--- src/hdl/mlf_regs.svh ---
// constants for the ipv6 mld / neighbor solicitation receive classifier
// assumes byte-wide frame stream starting at the destination mac address
`ifndef MLF_REGS_SVH
`define MLF_REGS_SVH
`define MLF_EN_MLD_BIT     4
`define MLF_EN_NS_BIT      5
`define MLF_EN_W           8
`define MLF_MAC_ALLNODES   48'h3333_0000_0001
`define MLF_MAC_SOLNODE    24'h3333ff
`define MLF_ETYPE_IPV6     16'h86dd
`define MLF_NH_ICMPV6      8'h3a
`define MLF_ICMP_MLQ       8'h82
`define MLF_ICMP_MLR       8'h83
`define MLF_ICMP_MLD_DONE  8'h84
`define MLF_ICMP_NSOL      8'h87
`define MLF_OFS_ETYPE_HI   12
`define MLF_OFS_ETYPE_LO   13
`define MLF_OFS_NEXT_HDR   20
`define MLF_OFS_ICMP_TYPE  54
`define MLF_CNT_W          6
`define MLF_CNT_MAX        6'h3f
`endif

--- src/hdl/mlf_pkg.sv ---
// types shared by the classifier files
// assumes mlf_regs.svh holds all numeric constants
package mlf_pkg;
   typedef enum logic [2:0] {
      MLF_IDLE = 3'b001,
      MLF_HDR  = 3'b010,
      MLF_DONE = 3'b100
   } mlf_state_e;
endpackage

--- src/hdl/mlf_filter.sv ---
// ipv6 mld and neighbor solicitation multicast classifier
// assumes frames arrive one byte per valid cycle, on mclk, from mac byte 0
// Summary of operation
// - enable bit 4 forwards mld, else discard
// - category needs every criterion matched together
// - mld needs dest mac 33:33:00:00:00:01
// - both categories need ethertype 0x86dd
// - both categories need next header 58
// - mld needs icmpv6 type 130-132
// - enable bit 5 forwards solicitation, else discard
// - solicitation checks only first three mac bytes
// - solicitation needs icmpv6 type 135
// - each category optional; omitted enable does nothing
// - forward matching solicitation while enabled, unless its sof lands one cycle after the previous frame's eof
`timescale 1ns/100ps
`include "mlf_regs.svh"
module mlf_filter
   import mlf_pkg::*;
#(
   parameter bit HAS_MLD = 1'b1,
   parameter bit HAS_NS  = 1'b1
) (
   input  wire logic                  mclk,
   input  wire logic                  srst,
   input  wire logic [`MLF_EN_W-1:0]  filter_en,
   input  wire logic                  rx_sof,
   input  wire logic                  rx_valid,
   input  wire logic [7:0]            rx_data,
   input  wire logic                  rx_eof,
   output logic                       fwd_valid,
   output logic                       fwd_mld,
   output logic                       fwd_nsol
);
   mlf_state_e              state;
   mlf_state_e              next_state;
   logic [`MLF_CNT_W-1:0]   ofs;
   logic [`MLF_CNT_W-1:0]   next_ofs;
   logic [47:0]             dmac;
   logic [47:0]             next_dmac;
   logic                    next_fwd_valid;
   logic                    next_fwd_mld;
   logic                    next_fwd_nsol;
   logic [7:0]              et_hi;
   logic [7:0]              et_lo;
   logic [7:0]              nh;
   logic [7:0]              ictype;
   logic                    ipv6_icmp;
   logic                    is_mld;
   logic                    is_nsol;
   logic                    clr;
   logic                    byte_ok;

   assign clr     = rx_sof && rx_valid;
   assign byte_ok = rx_valid && state == MLF_HDR;

   // header byte catchers: two for the ethertype, one each for next header and icmpv6 type
   mlf_byte_cap #(.OFS(`MLF_CNT_W'(`MLF_OFS_ETYPE_HI))) u_et_hi (
      .mclk(mclk), .srst(srst), .clr(clr), .in_valid(byte_ok),
      .in_ofs(ofs), .in_data(rx_data), .cap(et_hi));
   mlf_byte_cap #(.OFS(`MLF_CNT_W'(`MLF_OFS_ETYPE_LO))) u_et_lo (
      .mclk(mclk), .srst(srst), .clr(clr), .in_valid(byte_ok),
      .in_ofs(ofs), .in_data(rx_data), .cap(et_lo));
   mlf_byte_cap #(.OFS(`MLF_CNT_W'(`MLF_OFS_NEXT_HDR))) u_nh (
      .mclk(mclk), .srst(srst), .clr(clr), .in_valid(byte_ok),
      .in_ofs(ofs), .in_data(rx_data), .cap(nh));
   mlf_byte_cap #(.OFS(`MLF_CNT_W'(`MLF_OFS_ICMP_TYPE))) u_ictype (
      .mclk(mclk), .srst(srst), .clr(clr), .in_valid(byte_ok),
      .in_ofs(ofs), .in_data(rx_data), .cap(ictype));

   // classification from this frame's bytes only
   always_comb begin
      ipv6_icmp = ({et_hi, et_lo} == `MLF_ETYPE_IPV6)
               && (nh == `MLF_NH_ICMPV6);
      is_mld    = HAS_MLD && ipv6_icmp
               && (dmac == `MLF_MAC_ALLNODES)
               && (ictype == `MLF_ICMP_MLQ || ictype == `MLF_ICMP_MLR
                   || ictype == `MLF_ICMP_MLD_DONE);
      // low three mac bytes are don't-care, so every solicited node hits
      is_nsol   = HAS_NS && ipv6_icmp
               && (dmac[47:24] == `MLF_MAC_SOLNODE)
               && (ictype == `MLF_ICMP_NSOL);
   end

   // byte walk: mac capture, offset count, one verdict per frame
   always_comb begin
      next_state     = state;
      next_ofs       = ofs;
      next_dmac      = dmac;
      next_fwd_valid = 1'b0;
      next_fwd_mld   = fwd_mld;
      next_fwd_nsol  = fwd_nsol;
      case (state)
         MLF_IDLE: begin
            if (clr) begin
               next_state = MLF_HDR;
               next_ofs   = `MLF_CNT_W'(1);
               next_dmac  = {rx_data, 40'h00_0000_0000};
            end
         end
         MLF_HDR: begin
            if (clr) begin
               next_ofs  = `MLF_CNT_W'(1);
               next_dmac = {rx_data, 40'h00_0000_0000};
            end else if (rx_valid) begin
               if (ofs < `MLF_CNT_W'(6)) begin
                  next_dmac[8'(47 - 8*ofs) -: 8] = rx_data;
               end
               if (ofs != `MLF_CNT_MAX) begin
                  next_ofs = ofs + `MLF_CNT_W'(1);
               end
               if (rx_eof) begin
                  next_state = MLF_DONE;
               end
            end
         end
         MLF_DONE: begin
            // verdict issued once, then wait for next frame
            next_fwd_valid = 1'b1;
            next_fwd_mld   = is_mld && filter_en[`MLF_EN_MLD_BIT];
            next_fwd_nsol  = is_nsol && filter_en[`MLF_EN_NS_BIT];
            next_state     = MLF_IDLE;
         end
         default: begin
            next_state = MLF_IDLE;
         end
      endcase
   end

   always_ff @(posedge mclk) begin
      if (srst) begin
         state     <= MLF_IDLE;
         ofs       <= '0;
         dmac      <= '0;
         fwd_valid <= 1'b0;
         fwd_mld   <= 1'b0;
         fwd_nsol  <= 1'b0;
      end else begin
         state     <= next_state;
         ofs       <= next_ofs;
         dmac      <= next_dmac;
         fwd_valid <= next_fwd_valid;
         fwd_mld   <= next_fwd_mld;
         fwd_nsol  <= next_fwd_nsol;
      end
   end
endmodule

--- src/hdl/mlf_byte_cap.sv ---
// one header byte catcher: latches the stream byte at a fixed offset
// assumes offset counter and valid come from the same clock
`timescale 1ns/100ps
`include "mlf_regs.svh"
module mlf_byte_cap
   import mlf_pkg::*;
#(
   parameter logic [`MLF_CNT_W-1:0] OFS = '0
) (
   input  wire logic                  mclk,
   input  wire logic                  srst,
   input  wire logic                  clr,
   input  wire logic                  in_valid,
   input  wire logic [`MLF_CNT_W-1:0] in_ofs,
   input  wire logic [7:0]            in_data,
   output logic      [7:0]            cap
);
   logic [7:0] next_cap;

   // clear at frame start so a short frame never reuses old bytes
   always_comb begin
      next_cap = cap;
      if (clr) begin
         next_cap = 8'h00;
      end else if (in_valid && in_ofs == OFS) begin
         next_cap = in_data;
      end
   end

   always_ff @(posedge mclk) begin
      if (srst) begin
         cap <= 8'h00;
      end else begin
         cap <= next_cap;
      end
   end
endmodule

--- config.mk ---
export PLATFORM = sky130hd
export DESIGN_NAME = mlf_filter
export DESIGN_NICKNAME = d
export VERILOG_FILES = /design/src/hdl/mlf_pkg.sv /design/src/hdl/mlf_filter.sv /design/src/hdl/mlf_byte_cap.sv
export VERILOG_INCLUDE_DIRS = /design/src /design/src/hdl
export SDC_FILE = /design/constraint.sdc
export NUM_CORES = 1
export LEC_CHECK = 0
export ABC_AREA = 1
export ABC_CLOCK_PERIOD_IN_PS = 2600
export BUFFER_PORTS_ARGS = -buffer_cell sky130_fd_sc_hd__buf_2
export CORE_UTILIZATION = 60
export CTS_CLUSTER_SIZE = 25
export DETAILED_ROUTE_END_ITERATION = 10
export PLACE_DENSITY = 0.89
export SKIP_CTS_REPAIR_TIMING = 1
export SYNTH_ARGS = -nofsm -noshare
export SYNTH_HDL_FRONTEND = slang
export SYNTH_SLANG_ARGS = --single-unit
--- constraint.sdc ---
create_clock -name mclk -period 2.6 [get_ports mclk]
set_clock_uncertainty 0.15 [all_clocks]
set_input_delay 0.39 -clock mclk [delete_from_list [all_inputs] [get_ports mclk]]
set_output_delay 0.39 -clock mclk [all_outputs]
set_load 0.05 [all_outputs]
; ---- After elaboration in Yosys (flattened, before gate mapping)
; Index checks and enable logic that the tools add are counted.
; Widths: inputs -> output; s select.
[classes]
n_addsub = 3
order_cmp = 1
n_eq_ne = 23
n_shift = 2
n_mux = 17
n_reduce_logical = 20
[op_table]
columns = op, n
row1 = $mux 48, 4
row2 = $pmux 48 s2, 1
row3 = $shift 8x10->55 const A, 1
row4 = $shiftx 8x10->55, 1
row5 = $bwmux 48, 1
row6 = $eq 48x46->1 const B, 1
row7 = $eq 8x8->1 const B, 4
row8 = $eq 24x22->1 const B, 1
row9 = $mux 6, 4
row10 = $eq 16x16->1 const B, 1
row11 = $logic_and 1x1->1, 13
row12 = $eq 6x4->1 const B, 2
row13 = $mux 3, 4
row14 = $pmux 6 s2, 1
row15 = $reduce_and 4->1, 3
row16 = $neg 8->10, 1
row17 = $eq 8x6->1 const B, 1
row18 = $ne 2x2->1 const B, 4
row19 = $sub 6x8->8 const A, 1
row20 = $add 6x1->6 const B, 1
row21 = $eq 6x5->1 const B, 1
row22 = $eq 6x6->1 const B, 1
row23 = $lt 6x3->1 const B, 1
row24 = $ne 3x2->1 const B, 2
row25 = 10 further kinds, 11
[word_totals]
reg_bits = 92
input_bits = 21
output_inout_bits = 3
word_cells = 76

; ---- Depth between registers and ports, before layout
[depth]
ltp_word = 8
ltp_mapped = 11

; ---- By module
; Synthesis repeated with hierarchy kept, for this count alone.
[hier_totals]
hier_cells = 706
area_unflattened_um2 = 4824.6
[by_module_without_submodules]
columns = module, n_inst, cells_per_inst, area_each_um2, seq_area_each_um2
row1 = mlf_filter, 1, 463, 3176.8, 1201.2
row2 = mlf_byte_cap (u_nh), 1, 65, 426.7, 160.2
row3 = mlf_byte_cap (u_et_hi), 1, 57, 424.2, 160.2
row4 = mlf_byte_cap (u_ictype), 1, 57, 402.9, 160.2
row5 = mlf_byte_cap (u_et_lo), 1, 64, 394.1, 160.2

; ---- Least setup slack after synthesis
; OpenSTA, ideal clock, no wires.
[synth_path]
path_type = reg-to-reg
start = register ofs[0]
end = register u_et_hi.cap[5]
setup_time_ns = 0.086
arrival_time_ns = 1.685
required_time_ns = 2.364
slack_ns = 0.680
path_stages_with_launch = 12
path_buffers = 3
synth_period_minus_slack_ns = 1.920
path_cell_list = dfxtp_1 -> buf_2 -> inv_1 -> ha_1 -> clkbuf_1 -> nand2_1 -> nor2_1 -> nand2_1 -> inv_1 -> buf_4 -> nor2_1 -> a211oi_1
[synth_via]
elab_chain_len = 2
[synth_rtl]
columns = element, line_no
row1 = from (decl), mlf_filter.sv:36  ; logic [`MLF_CNT_W-1:0] ofs;
row2 = from (signal assigned), mlf_filter.sv:139  ; ofs <= next_ofs;
row3 = $eq 6x4->1, mlf_byte_cap.sv:25  ; end else if (in_valid && in_ofs == OFS) begin
row4 = $logic_and 1x1->1, mlf_byte_cap.sv:25
row5 = to (signal assigned), mlf_byte_cap.sv:34  ; cap <= next_cap;
row6 = to (decl), mlf_byte_cap.sv:16  ; output logic [7:0] cap
; Every way passes these cells.
; A chain may end at the register's enable or synchronous reset.

; ---- Worst setup path in the final report
[layout_path]
start = register ofs[0]
end = register u_et_hi.cap[7]
; Same word-level chain as after synthesis.

==> results by group <==
Status
  • Status: finished, final reports clean

Timing
  • Setup-failing EPs final: 0
  • Actual slew at the worst max-slew pin: just over 600 ps
  • Final Hold Vio Count: 0
  • Fin Hold WS: ~120 ps
  • Max transition margin: 58.7%
  • F_max: between 0.4 and 0.5 GHz
  • Min Tclk post-route: 2330 ps
  • Final worst slack: ~270 ps
  • RSZ-0062 raised after global routing: false
  • Tcrit/Tclk final: 89.4%
  • Setup TNS: 0 ps
  • Max Slew Vio Count: 0

Power
  • Worst VDD drop: 0.000345 V
  • Power Density: approximately 620 nW/µm²
  • Static leakage: around 0.0017 µW

Clock tree
  • CTS tree: done
  • Inserted Clock Buffers: 9
  • Root Buffer Master: clkbuf_8
  • H-Tree Depth: 3
  • Clk buf depth: 2
  • Clk sinks: 92
  • Clk_lat worst skew: 380 ps
  • Clock slew at reported path FFs: about 100 ps

Min path
  • Min-Delay Path Class: in2reg

Logic synthesis
  • Register area share after synthesis: 42.7%
  • Distinct cell type count after synthesis: 30
  • Post-synthesis cell count: between 600 and 700
  • Avg Cell Area, Syn: between 7 and 8 µm²
  • Cell Area, Synth: around 4300 µm²
  • Flops & latches, synth: 92
  • Syn_nets: 634
  • Synthesis warning total: 0

GRT
  • Number of global-route vias before repair: between 3000 and 4000
  • First-pass GRT wire length: between 15 and 20 mm
  • Largest net degree at the start of global routing: 42
  • Antenna violations before repair: 0
  • Gr usage total: roughly 29%
  • Gr ovfl total: 0

Setup path
  • Critical Path Max Stage Delay: about 440 ps
  • Crit end category: flop
  • Critical Path Sink: u_et_hi.cap[7]$_SDFFE_PP0P_
  • Worst-path maximum fanout: 12
  • R2R setup slack: between 200 and 300 ps
  • Slowest cell on the critical path: dfxtp_1
  • Worst r2r src: ofs[0]$_SDFFE_PP0P_
  • Worst endpoint required time: approximately 2700 ps
  • Worst-path cell chain: inv_1 > ha_1 > nand2_1 > nor2_1 > nand2_1 > inv_1 > nor2_1 > a211oi_1
  • Crit Path Class: reg2reg
  • Worst reg2reg endpoint: u_et_hi.cap[7]$_SDFFE_PP0P_
  • CP startpoint kind: flop
  • Worst r2r path cells: 8
  • WP data arrival: between 2000 and 2500 ps
  • Start point of the critical path: ofs[0]$_SDFFE_PP0P_

Die
  • Core area: 6870 µm²
  • Die area: about 7500 µm²
  • Rows: 30
  • Die X: 86.8 µm
  • Die H: 86.8 µm
  • Starting Density: approximately 63%
  • Top Ports: 24

Cells and area
  • Layout Nets: between 600 and 700
  • Seq. cell area: 1840 µm²
  • Most frequent cells in the layout: 121 x nand2_1, 106 x nor2_1, 92 x dfxtp_1
  • Leading cell type in the layout, fill and taps excluded: nand2_1
  • Area occupied by multi-input gates: between 2000 and 2500 µm²
  • Area growth syn-to-layout: 7.40%
  • Utilization after layout: ~67%
  • Fraction of layout cells with a size suffix above 1: a little over a tenth
  • Fill cell count: 580
  • Antenna cells: 0

Detailed routing
  • DRC viols: 0
  • Routed wire per std cell: 14.4 µm
  • ANT nets after route: 0
  • DR vias/cell: about 5.7
  • Wire length after detailed routing: roughly 10 mm
  • First-pass DRT Iterations: 5
  • Initial DRC count: ~280
  • Vias after detailed routing: roughly 4100

Placement
  • Dpl ws: approximately 310 ps
  • Post-DP HPWL: between 7 and 8 mm
  • Placer Congestion: a little under 1
  • Port Buffers: 17

Run
  • Max Cap Viol: 0
worst max-delay path: cells and delay by family, from the launching register on:
kind                     cells  cell delay [ps]
adder cells (fa/ha/maj)      1              390
buffers and inverters        2              560
AND/OR/NAND/NOR              4              520
AO/OA/AOI/OAI                1              190
flip-flops                   1              440
synthesized netlist by cell type (all sizes together):
cell	number	area, µm²
ha	6	75.1
clkbuf	11	41.3
o21ai	6	45.1
nor3b	3	22.5
a211oi	26	195
a21o	1	7.51
nand3	68	358
xor2	2	17.5
dfxtp	92	1840
nand2	126	490
nor3	5	30.0
nor4	1	6.26
and2	1	6.26
buf	13	82.6
nor2	118	478
a21oi	57	289
nand4	24	150
inv	47	176
layout make-up:
class	instances	share of cell area [%]
Timing Repair Buffer	23	2.81
Multi-Input combinational cell	444	47.0
Clock inverter	7	1.38
Sequential cell	92	39.8
Clock buffer	9	2.67
Tap cell	96	2.59
Inverter	47	3.81
worst min path at each step:
stage	start	endpoint	slack, ps	cells after the start
3_5_place_dp	dmac[7]$_SDFFE_PP0P_	dmac[7]$_SDFFE_PP0P_	300	2
6_report	rx_eof	state[2]$_SDFFE_PP0P_	120	3
5_1_grt	rx_eof	state[2]$_SDFFE_PP0P_	140	3
2_1_floorplan	dmac[0]$_SDFFE_PP0P_	dmac[0]$_SDFFE_PP0P_	290	2
3_3_place_gp	dmac[0]$_SDFFE_PP0P_	dmac[0]$_SDFFE_PP0P_	290	2
4_1_cts	rx_eof	state[2]$_SDFFE_PP0P_	120	3
where the power goes:
group	total [µW]	switching, µW	internal [µW]
sequential	1500	37.3	1460
clock	932	563	369
combinational	462	324	138
total	2890	924	1970
sequential cells by signal (all words and copies together), names as in the netlist:
name and cells:
dmac 48, fwd_mld 1, fwd_nsol 1, fwd_valid 1, ofs 6, state 3, u_et_hi.cap 8, u_et_lo.cap 8
u_ictype.cap 8, u_nh.cap 8
routing by layer:
metal / share of wire, % / up-vias / global-route usage (%)
met4: 2.6 / 0 / 14.5
li1: - / 2028 / -
met1: 43 / 1873 / 36.0
met3: 5.6 / 19 / 3.43
met2: 48 / 150 / 49.0
met5: 0 / - / 0
stage by stage:
step | cells | cell area (µm²) | total power (µW)
after floorplan | 607 | 4310 | 1880
after global placement | 702 | 4440 | 1970
after detailed placement | 702 | 4440 | 1980
after CTS | 718 | 4630 | 2880
after global routing | 718 | 4630 | 3010
final | 718 | 4630 | 2890
cells by family after synthesis:
group	share of synthesized area, %
and+or+nand+nor	35.7
DFF	42.7
AOI/OAI and AO/OA	12.4
buffers and inverters	6.96
adders and majority gates	1.74
xor gates and xnor gates	0.406
Note: power is estimated with default switching activity, not from simulation.
